$ cat src/logic/pwm_seq_regs.svh
// Constants of the current-mode PWM sequencer: offsets, fields, resets, timing.
// Assumes a 10 MHz pclk; analog thresholds arrive as synchronous digital inputs.
//
// What this block does
// - Feedback above its open-loop level for 130 ms is a fault.
// - Supply undervoltage is also a fault: double hiccup, then restart.
// - Open feedback raises an error flag and starts a timer; recovery resets it.
// - Feedback fault past 130 ms stops the drive and starts the double hiccup.
// - At startup the soft-start level ramps from zero to full over 4 ms, then holds.
// - Modulation level is the least of soft-start level, skip ramp level and feedback level over three.
// - The switching clock sets the gate drive high every cycle while in S_RUN, enabled and out of skip.
// - Gate drive falls once the sensed current reaches the modulation level.
// - Gate drive falls at 80 percent of the switching period regardless.
// - A compensation ramp restarts with each cycle and adds to the sensed current.
// - Switching frequency sweeps linearly within 7.5 percent, repeating about every 6 ms.
// - No drive pulses while feedback lies below the skip threshold.
// - Switching resumes when feedback rises back above the skip threshold.
// - On leaving skip the duty ceiling ramps up over 300 us.
// - Every restart after a double hiccup begins with a fresh soft-start.

`ifndef PWM_SEQ_REGS_SVH
`define PWM_SEQ_REGS_SVH

// ---------------------------------------------------------------
// Register offsets
// ---------------------------------------------------------------
`define OFS_CTRL 8'h00
`define OFS_STATUS 8'h04
`define OFS_MASK 8'h08
`define OFS_CONFIG 8'h0c
`define OFS_STATE 8'h10

// ---------------------------------------------------------------
// Fields and reset values
// ---------------------------------------------------------------
`define CTRL_ENABLE_BIT 0
`define STAT_FB_OPEN_BIT 0
`define STAT_FB_TIMEOUT_BIT 1
`define STAT_UVLO_BIT 2
`define STAT_SKIP_BIT 3
`define STAT_RESTART_BIT 4
`define STAT_WIDTH 5
`define CTRL_RESET 32'h0000_0001
`define MASK_RESET 5'h00
`define CONFIG_RESET 4'h4

// ---------------------------------------------------------------
// Timing
// ---------------------------------------------------------------
`define CLK_HZ 10000000
`define SW_FREQ_HZ 65000
`define SS_TIME_US 4000
`define SKIP_RAMP_US 300
`define FAULT_TIME_MS 130
`define JITTER_PERIOD_US 6000
`define JITTER_PERMILLE 75
`define MAX_DUTY_PCT 80
`define HICCUP_CYCLES 2
`define LEVEL_STEPS 255
`define LEVEL_FULL 8'hff
`define SS_CYC (`SS_TIME_US * (`CLK_HZ / 1000000))
`define SKIP_RAMP_CYC (`SKIP_RAMP_US * (`CLK_HZ / 1000000))
`define FAULT_CYC (`FAULT_TIME_MS * (`CLK_HZ / 1000))
`define PERIOD_CYC (`CLK_HZ / `SW_FREQ_HZ)
`define JITTER_SPAN (`PERIOD_CYC * `JITTER_PERMILLE / 1000)
`define JITTER_STEP_CYC ((`JITTER_PERIOD_US * (`CLK_HZ / 1000000)) / (4 * `JITTER_SPAN))

`endif

$ cat src/logic/pwm_seq_pkg.sv
// Types shared by the PWM sequencer modules.
// Assumes nothing beyond the constants header.
package pwm_seq_pkg;
	typedef enum logic [2:0] {
		S_RUN = 3'b001,
		S_DISCHARGE = 3'b010,
		S_CHARGE = 3'b100
	} seq_state_type;
endpackage : pwm_seq_pkg

$ cat src/logic/duty_ramp.sv
// Duty-ceiling ramp: steps an 8-bit level from zero to full scale.
// Assumes restart is a one-cycle pulse in the pclk domain.
`timescale 1ns/1ps
`include "pwm_seq_regs.svh"
module duty_ramp #(
	parameter int unsigned STEP_CYC = 156
) (
	input wire logic pclk,
	input wire logic presetn,
	input wire logic restart,
	output logic [7:0] level
);
	logic [15:0] step_q;
	logic [15:0] step_d;
	logic [7:0] level_q;
	logic [7:0] level_d;

	always_comb
	begin
		step_d = step_q;
		level_d = level_q;
		if (restart)
		begin
			step_d = 16'h0000;
			level_d = 8'h00;
		end
		else if (level_q != `LEVEL_FULL)
		begin
			// Equal steps of one code every STEP_CYC cycles.
			if (step_q >= 16'(STEP_CYC - 1))
			begin
				step_d = 16'h0000;
				level_d = level_q + 8'h01;
			end
			else
			begin
				step_d = step_q + 16'h0001;
			end
		end
	end

	always_ff @(posedge pclk or negedge presetn)
	begin
		if (!presetn)
		begin
			step_q <= 16'h0000;
			level_q <= 8'h00;
		end
		else
		begin
			step_q <= step_d;
			level_q <= level_d;
		end
	end

	assign level = level_q;
endmodule : duty_ramp

$ cat src/logic/current_mode_pwm_sequencer.sv
// Current-mode PWM sequencer: switching clock, gate latch, ramps, skip and fault hiccup.
// Assumes comparator and supply inputs are synchronous to pclk and an APB master.
`timescale 1ns/1ps
`include "pwm_seq_regs.svh"
module current_mode_pwm_sequencer
	import pwm_seq_pkg::*;
#(
	parameter int unsigned SS_CYC = `SS_CYC,
	parameter int unsigned FAULT_CYC = `FAULT_CYC
) (
	input wire logic pclk,
	input wire logic presetn,
	input wire logic psel,
	input wire logic penable,
	input wire logic pwrite,
	input wire logic [7:0] paddr,
	input wire logic [31:0] pwdata,
	output logic [31:0] prdata,
	output logic pready,
	output logic pslverr,
	input wire logic [7:0] cs_level,
	input wire logic [9:0] feedback_level,
	input wire logic feedback_open,
	input wire logic skip_below,
	input wire logic supply_uvlo,
	input wire logic supply_at_latch,
	input wire logic supply_at_on,
	output logic gate_drive,
	output logic startup_fet_en,
	output logic fb_error_flag,
	output logic [7:0] modulation_level,
	output logic irq
);
	localparam int unsigned SS_STEP = (SS_CYC + `LEVEL_STEPS - 1) / `LEVEL_STEPS;
	localparam int unsigned SKIP_STEP = (`SKIP_RAMP_CYC + `LEVEL_STEPS - 1) / `LEVEL_STEPS;

	// ---------------------------------------------------------------
	// Arithmetic helpers
	// ---------------------------------------------------------------
	function automatic logic [7:0] min_level(input logic [7:0] a, input logic [7:0] b);
		min_level = (a < b) ? a : b;
	endfunction : min_level

	function automatic logic [7:0] fb_third(input logic [9:0] fb);
		logic [9:0] q;
		q = fb / 10'd3;
		fb_third = (q > 10'h0ff) ? `LEVEL_FULL : q[7:0];
	endfunction : fb_third

	function automatic logic [7:0] max_on(input logic [7:0] period);
		logic [15:0] p;
		p = 16'(period) * 16'(`MAX_DUTY_PCT);
		max_on = 8'(p / 16'd100);
	endfunction : max_on

	function automatic logic [8:0] comp_add(input logic [7:0] on, input logic [3:0] gain);
		logic [11:0] prod;
		prod = 12'(on) * 12'(gain);
		comp_add = {1'b0, prod[11:4]};
	endfunction : comp_add

	// ---------------------------------------------------------------
	// Register file and APB slave
	// ---------------------------------------------------------------
	logic ctrl_en_q, ctrl_en_d;
	logic [`STAT_WIDTH-1:0] status_q, status_d, mask_q, mask_d, events;
	logic [3:0] comp_gain_q, comp_gain_d;
	logic [31:0] prdata_q, prdata_d;
	logic pready_q, pready_d, pslverr_q, pslverr_d, irq_q, irq_d;
	logic acc, done, hit;
	logic [31:0] rd_mux;
	seq_state_type state_q, state_d;
	logic gate_q, gate_d, fb_err_q, fb_err_d;
	logic [7:0] mod_q, mod_d, ss_level, skip_level;

	assign acc = psel && penable;
	assign done = acc && pready_q;

	always_comb
	begin
		hit = 1'b1;
		rd_mux = 32'h0000_0000;
		unique case (paddr)
			`OFS_CTRL: rd_mux = {31'h0000_0000, ctrl_en_q};
			`OFS_STATUS: rd_mux = {27'h000_0000, status_q};
			`OFS_MASK: rd_mux = {27'h000_0000, mask_q};
			`OFS_CONFIG: rd_mux = {28'h000_0000, comp_gain_q};
			`OFS_STATE: rd_mux = {3'h0, fb_err_q, gate_q, state_q, skip_level, ss_level, mod_q};
			default: hit = 1'b0;
		endcase
	end

	always_comb
	begin
		pready_d = acc && !pready_q;
		prdata_d = prdata_q;
		pslverr_d = pslverr_q;
		if (acc && !pready_q)
		begin
			prdata_d = (hit && !pwrite) ? rd_mux : 32'h0000_0000;
			pslverr_d = !hit;
		end
		ctrl_en_d = ctrl_en_q;
		mask_d = mask_q;
		comp_gain_d = comp_gain_q;
		status_d = status_q;
		if (done && pwrite && paddr == `OFS_CTRL)
			ctrl_en_d = pwdata[`CTRL_ENABLE_BIT];
		if (done && pwrite && paddr == `OFS_MASK)
			mask_d = pwdata[`STAT_WIDTH-1:0];
		if (done && pwrite && paddr == `OFS_CONFIG)
			comp_gain_d = pwdata[3:0];
		// Only bits that the read reported are cleared; a new event still sets.
		if (done && !pwrite && paddr == `OFS_STATUS)
			status_d = status_q & ~prdata_q[`STAT_WIDTH-1:0];
		status_d = status_d | events;
		irq_d = |(status_d & mask_q);
	end

	always_ff @(posedge pclk or negedge presetn)
	begin
		if (!presetn)
		begin
			ctrl_en_q <= 1'(`CTRL_RESET);
			mask_q <= `MASK_RESET;
			comp_gain_q <= `CONFIG_RESET;
			status_q <= 5'h00;
			prdata_q <= 32'h0000_0000;
			pready_q <= 1'b0;
			pslverr_q <= 1'b0;
			irq_q <= 1'b0;
		end
		else
		begin
			ctrl_en_q <= ctrl_en_d;
			mask_q <= mask_d;
			comp_gain_q <= comp_gain_d;
			status_q <= status_d;
			prdata_q <= prdata_d;
			pready_q <= pready_d;
			pslverr_q <= pslverr_d;
			irq_q <= irq_d;
		end
	end

	// ---------------------------------------------------------------
	// Switching clock with frequency jitter
	// ---------------------------------------------------------------
	logic [7:0] sw_cnt_q, sw_cnt_d, period_q, period_d, on_cnt_q, on_cnt_d;
	logic [4:0] jit_pos_q, jit_pos_d;
	logic jit_up_q, jit_up_d;
	logic [11:0] jit_cnt_q, jit_cnt_d;
	logic cyc_start;

	assign cyc_start = (sw_cnt_q == 8'h00);

	always_comb
	begin
		jit_cnt_d = jit_cnt_q + 12'h001;
		jit_pos_d = jit_pos_q;
		jit_up_d = jit_up_q;
		// Triangle sweep of the period between its two extremes.
		if (jit_cnt_q >= 12'(`JITTER_STEP_CYC - 1))
		begin
			jit_cnt_d = 12'h000;
			if (jit_up_q)
				jit_pos_d = jit_pos_q + 5'h01;
			else
				jit_pos_d = jit_pos_q - 5'h01;
			if (jit_up_q && jit_pos_q == 5'(2 * `JITTER_SPAN - 1))
				jit_up_d = 1'b0;
			if (!jit_up_q && jit_pos_q == 5'h01)
				jit_up_d = 1'b1;
		end
		period_d = period_q;
		sw_cnt_d = sw_cnt_q + 8'h01;
		if (cyc_start)
			period_d = 8'(`PERIOD_CYC - `JITTER_SPAN) + 8'(jit_pos_q);
		if (sw_cnt_q >= period_q - 8'h01)
			sw_cnt_d = 8'h00;
	end

	always_ff @(posedge pclk or negedge presetn)
	begin
		if (!presetn)
		begin
			jit_cnt_q <= 12'h000;
			jit_pos_q <= 5'(`JITTER_SPAN);
			jit_up_q <= 1'b1;
			period_q <= 8'(`PERIOD_CYC);
			sw_cnt_q <= 8'h00;
		end
		else
		begin
			jit_cnt_q <= jit_cnt_d;
			jit_pos_q <= jit_pos_d;
			jit_up_q <= jit_up_d;
			period_q <= period_d;
			sw_cnt_q <= sw_cnt_d;
		end
	end

	// ---------------------------------------------------------------
	// Ramps, modulation level and gate latch
	// ---------------------------------------------------------------
	logic ss_restart_q, ss_restart_d, skip_prev_q, skip_resume, run_ok;
	logic [8:0] sense_total;

	duty_ramp #(.STEP_CYC(SS_STEP)) u_ss_ramp (
		.pclk(pclk),
		.presetn(presetn),
		.restart(ss_restart_q),
		.level(ss_level)
	);

	duty_ramp #(.STEP_CYC(SKIP_STEP)) u_skip_ramp (
		.pclk(pclk),
		.presetn(presetn),
		.restart(skip_resume),
		.level(skip_level)
	);

	assign skip_resume = skip_prev_q && !skip_below;
	assign run_ok = (state_q == S_RUN) && ctrl_en_q && !skip_below;
	assign sense_total = {1'b0, cs_level} + comp_add(on_cnt_q, comp_gain_q);

	always_comb
	begin
		mod_d = min_level(min_level(ss_level, skip_level), fb_third(feedback_level));
		gate_d = gate_q;
		on_cnt_d = gate_q ? on_cnt_q + 8'h01 : 8'h00;
		if (!run_ok && !cyc_start)
			gate_d = 1'b0;
		else if (gate_q && on_cnt_q >= max_on(period_q) - 8'h01)
			gate_d = 1'b0;
		else if (gate_q && sense_total >= {1'b0, mod_q})
			gate_d = 1'b0;
		if (cyc_start)
		begin
			gate_d = run_ok;
			on_cnt_d = 8'h00;
		end
	end

	always_ff @(posedge pclk or negedge presetn)
	begin
		if (!presetn)
		begin
			mod_q <= 8'h00;
			gate_q <= 1'b0;
			on_cnt_q <= 8'h00;
			skip_prev_q <= 1'b0;
		end
		else
		begin
			mod_q <= mod_d;
			gate_q <= gate_d;
			on_cnt_q <= on_cnt_d;
			skip_prev_q <= skip_below;
		end
	end

	// ---------------------------------------------------------------
	// Fault timer and double hiccup sequencer
	// ---------------------------------------------------------------
	logic [20:0] fault_cnt_q, fault_cnt_d;
	logic [1:0] hic_cnt_q, hic_cnt_d;
	logic fet_q, fet_d, timeout;

	assign timeout = feedback_open && fault_cnt_q >= 21'(FAULT_CYC - 1);

	always_comb
	begin
		state_d = state_q;
		hic_cnt_d = hic_cnt_q;
		ss_restart_d = 1'b0;
		fault_cnt_d = 21'h00_0000;
		fb_err_d = 1'b0;
		events = 5'h00;
		events[`STAT_SKIP_BIT] = skip_below && !skip_prev_q;
		unique case (state_q)
			S_RUN:
			begin
				fb_err_d = feedback_open;
				events[`STAT_FB_OPEN_BIT] = feedback_open && !fb_err_q;
				if (feedback_open)
					fault_cnt_d = fault_cnt_q + 21'h00_0001;
				if (supply_uvlo || timeout)
				begin
					state_d = S_DISCHARGE;
					hic_cnt_d = 2'h0;
					events[`STAT_UVLO_BIT] = supply_uvlo;
					events[`STAT_FB_TIMEOUT_BIT] = timeout;
				end
			end
			S_DISCHARGE:
			begin
				if (supply_at_latch)
					state_d = S_CHARGE;
			end
			S_CHARGE:
			begin
				if (supply_at_on && hic_cnt_q == 2'(`HICCUP_CYCLES - 1))
				begin
					state_d = S_RUN;
					ss_restart_d = 1'b1;
					events[`STAT_RESTART_BIT] = 1'b1;
				end
				else if (supply_at_on)
				begin
					state_d = S_DISCHARGE;
					hic_cnt_d = hic_cnt_q + 2'h1;
				end
			end
			default: state_d = S_DISCHARGE;
		endcase
		fet_d = (state_d == S_CHARGE);
	end

	always_ff @(posedge pclk or negedge presetn)
	begin
		if (!presetn)
		begin
			state_q <= S_RUN;
			hic_cnt_q <= 2'h0;
			ss_restart_q <= 1'b0;
			fault_cnt_q <= 21'h00_0000;
			fb_err_q <= 1'b0;
			fet_q <= 1'b0;
		end
		else
		begin
			state_q <= state_d;
			hic_cnt_q <= hic_cnt_d;
			ss_restart_q <= ss_restart_d;
			fault_cnt_q <= fault_cnt_d;
			fb_err_q <= fb_err_d;
			fet_q <= fet_d;
		end
	end

	assign prdata = prdata_q;
	assign pready = pready_q;
	assign pslverr = pslverr_q;
	assign irq = irq_q;
	assign gate_drive = gate_q;
	assign startup_fet_en = fet_q;
	assign fb_error_flag = fb_err_q;
	assign modulation_level = mod_q;
endmodule : current_mode_pwm_sequencer

$ cat config.mk
export PLATFORM = sky130hd
export DESIGN_NAME = current_mode_pwm_sequencer
export DESIGN_NICKNAME = d
export VERILOG_FILES = /design/src/logic/pwm_seq_pkg.sv /design/src/logic/duty_ramp.sv /design/src/logic/current_mode_pwm_sequencer.sv
export VERILOG_INCLUDE_DIRS = /design/src /design/src/logic
export SDC_FILE = /design/constraint.sdc
export NUM_CORES = 1
export LEC_CHECK = 0
export BUFFER_PORTS_ARGS = -buffer_cell sky130_fd_sc_hd__buf_2
export CORE_MARGIN = 5
export CORE_UTILIZATION = 50
export DETAILED_ROUTE_END_ITERATION = 12
export GPL_TIMING_DRIVEN = 1
export PLACE_DENSITY = 0.75
export REMOVE_ABC_BUFFERS = 1
export SYNTH_ARGS = -nofsm -noshare
export SYNTH_HDL_FRONTEND = slang
export SYNTH_HIERARCHICAL = 1
export SYNTH_SLANG_ARGS = --single-unit
$ cat constraint.sdc
create_clock -name pclk -period 7.7 [get_ports pclk]
set_input_delay 1.155 -clock pclk [delete_from_list [all_inputs] [get_ports pclk]]
set_output_delay 1.155 -clock pclk [all_outputs]
set_load 0.02 [all_outputs]
==> flow_metrics.env <==
export IMPL_fin_crit_sh_pct=102.1
export IMPL_synth_cell_types=103
export IMPL_dp_hpwl_um=22730
export IMPL_final_nets=1757
export IMPL_cp_slowest_cell="dfstp_2"
export IMPL_ys_top_cells_by_count="164 x dfrtp_1, 124 x nor2_1, 116 x nand2_1"
export IMPL_via_count=11210
export IMPL_grt_usage_pct=22.04
export IMPL_dieArea_um2=29050
export IMPL_netlist_area_um2=12870
export IMPL_routed_wl_um=31820
export IMPL_slew_viol_final=0
export IMPL_synth_enable_flop_cells=0
export IMPL_antenna_found_initial=3
export IMPL_tightest_slew_ps=1180
export IMPL_hold_path_depth=2
export IMPL_ys_ff_latch=174
export IMPL_drc=0
export IMPL_hold_class="register to register"
export IMPL_start_util_pct=50.96
export IMPL_die_w_um=170.4
export IMPL_yosysWarnings=6
export IMPL_max_freq_mhz=127.2
export IMPL_path_buf_inv=4
export IMPL_clk_pin_slew_ps=70
export IMPL_clock_latency_ps=430
export IMPL_syn_to_final_growth_pct=18.14
export IMPL_cts_sink_count=174
export IMPL_end_kind="register"
export IMPL_syn_area_per_cell_um2=9.088
export IMPL_ioPinCount=114
export IMPL_cp_top_family="compound AO/OA/AOI/OAI gates"
export IMPL_start_kind="register"
export IMPL_critPathMaxStageDelay_ps=570
export IMPL_ys_flop_type="dfrtp_1"
export IMPL_arrival_ps=8210
export IMPL_cp_num_cells=42
export IMPL_final_cells=1927
export IMPL_synth_top_area_cell="dfrtp_1"
export IMPL_clockBufferDepth=2
export IMPL_period_needed_ps=7861
export IMPL_synthArstFlopShare_pct=100.0
export IMPL_cap_violations=0
export IMPL_whs_ps=489.5
export IMPL_seq_area_frac_synth_pct=33.93
export IMPL_outcome="finished with violations"
export IMPL_setup_viol=1
export IMPL_rsz0062_at_grt="yes"
export IMPL_grt_pass1_wl_um=53500
export IMPL_synth_top_area_share_pct=31.89
export IMPL_vdd_drop_max_mv=0.1529
export IMPL_synthesis_instances=1416
export IMPL_htreeDepth=4
export IMPL_first_pass_iters=5
export IMPL_skew_ps=11.88
export IMPL_violations="negative setup slack"
export IMPL_slew_headroom_pct=20.72
export IMPL_cp_max_fo=4
export IMPL_required_ps=8050
export IMPL_core_area_um2=25250
export IMPL_r2r_cells=42
export IMPL_leakagePower_nw=7.149
export IMPL_path_class="register to register"
export IMPL_hold_viol_final=0
export IMPL_grt_overflow=0
export IMPL_io_buffers=83
export IMPL_rows=58
export IMPL_grt_pass1_vias=11120
export IMPL_place_inst=1878
export IMPL_viasPerCell=5.816
export IMPL_numCtsBuffers=17
export IMPL_die_h_um=170.4
export IMPL_cts_tree="yes"
export IMPL_cts_root_buf="clkbuf_16"
export IMPL_synthTopCellsByArea="dfrtp_1 32%, ha_1 9.1%, nor2_1 3.6%"
export IMPL_place_gp_congestion=0.8927
export IMPL_drt_iter0_markers=745
export IMPL_fin_ws_ps=-160.8
export IMPL_antenna_left=0
export IMPL_synth_most_common_cell="dfrtp_1"
export IMPL_grt_max_degree=102
export IMPL_power_per_cell_area_nw_per_um2=167.8
export IMPL_drive_gt1_share_pct=22.26
export IMPL_wl_per_cell_um=16.51
-- cells in the final DEF (no fill, tap or decap), drive strengths merged, types with 13 or more instances in the layout --
cell type,instances
buf,204
dfrtp,164
nor2,126
nand2,117
ha,94
inv,88
o21ai,75
a21oi,69
nand3,50
nor3,43
xnor2,39
xor2,37
mux2,30
a22o,28
nand2b,28
and2,25
a21o,22
and3,21
clkbuf,19
nand4,17
nor2b,17
o21a,16
mux2i,16
a211oi,16
nor4,14
fa,13
-- power by group --
group	internal, mW	switching (mW)
sequential	1.01	0.139
clock	0.462	0.383
combinational	0.241	0.315
total	1.71	0.838
-- metal layers --
layer	share of wire [%]	global-route usage (%)
met3	3.7	2.997
met2	51	39.06
met5	0	0
met1	44	28.02
met4	2.1	6.667
-- through the flow --
stage               power [mW]  TNS (ps)  cell area (µm²)  setup WS (ps)  utilization, %
CTS                      2.561    -186.1            15000         -186.1           59.38
floorplan                1.520     -1048            12560          -1048               -
finish                   2.552    -160.8            15200         -160.8           60.20
global placement         1.681    -300.6            14190         -300.6           56.20
detailed placement       1.710    -466.2            14190         -466.2           56.20
global route             2.694    -545.1            15200         -545.1           60.20
-- tightest hold or removal path, delay by kind of cell (launching register included) --
kind             cells  cell delay (ps)
flip-flops           1              350
AND/OR/NAND/NOR      1               50
AO/OA/AOI/OAI        1               50
-- what timing repair did --
item                                    in CTS  in global routing
gates resized for setup                     32                 26
endpoints found under the setup margin       1                  1
buffers inserted                            11                  5
pin swaps                                   34                 38
hold buffers                                 0                  0
-- area by class of cell --
cell class / count / area, µm²
tap: 330 / 412.9
antenna: 2 / 5.005
clock buffer: 19 / 442.9
multi-input combinational: 1100 / 8177
sequential: 174 / 4368
fill: 2082 / 10050
inverter: 85 / 319.1
clock inverter: 13 / 133.9
timing repair buffer: 204 / 1345
-- logic make-up (layout without fill, tap and decap cells) --
group	count (synthesis)	count (layout)	share of synthesized area, %
buf+inv	145	321	4.988
compound gates	348	348	19.54
xor+xnor	77	77	5.523
flops	174	174	33.93
simple gates	516	516	20.58
mux	46	46	4.084
other cells	1	6	0.02914
fa+ha+maj	109	109	11.32
-- sequential cells by signal, summed over array words and instances (netlist names), 12 cells and up --
register,cells
u_skip_ramp/step_q,16
u_ss_ramp/step_q,16
jit_cnt_q,12
prdata,29
fault_cnt_q,21
-- worst paths after layout --
| path | startpoint | to | slack, ps |
|---|---|---|---|
| worst max-delay path | period_q[3] | gate_drive | -160 |
| worst min-delay path | pslverr | pslverr | 490 |
| worst max register to register | period_q[3] | gate_drive | -160 |
| worst min register to register | pslverr | pslverr | 490 |
| max in group asynchronous | presetn | period_q[2] | 5280 |
| min in group asynchronous | presetn | u_ss_ramp/step_q[9] | 820 |
No activity file was read; power rests on OpenSTA's default activity.
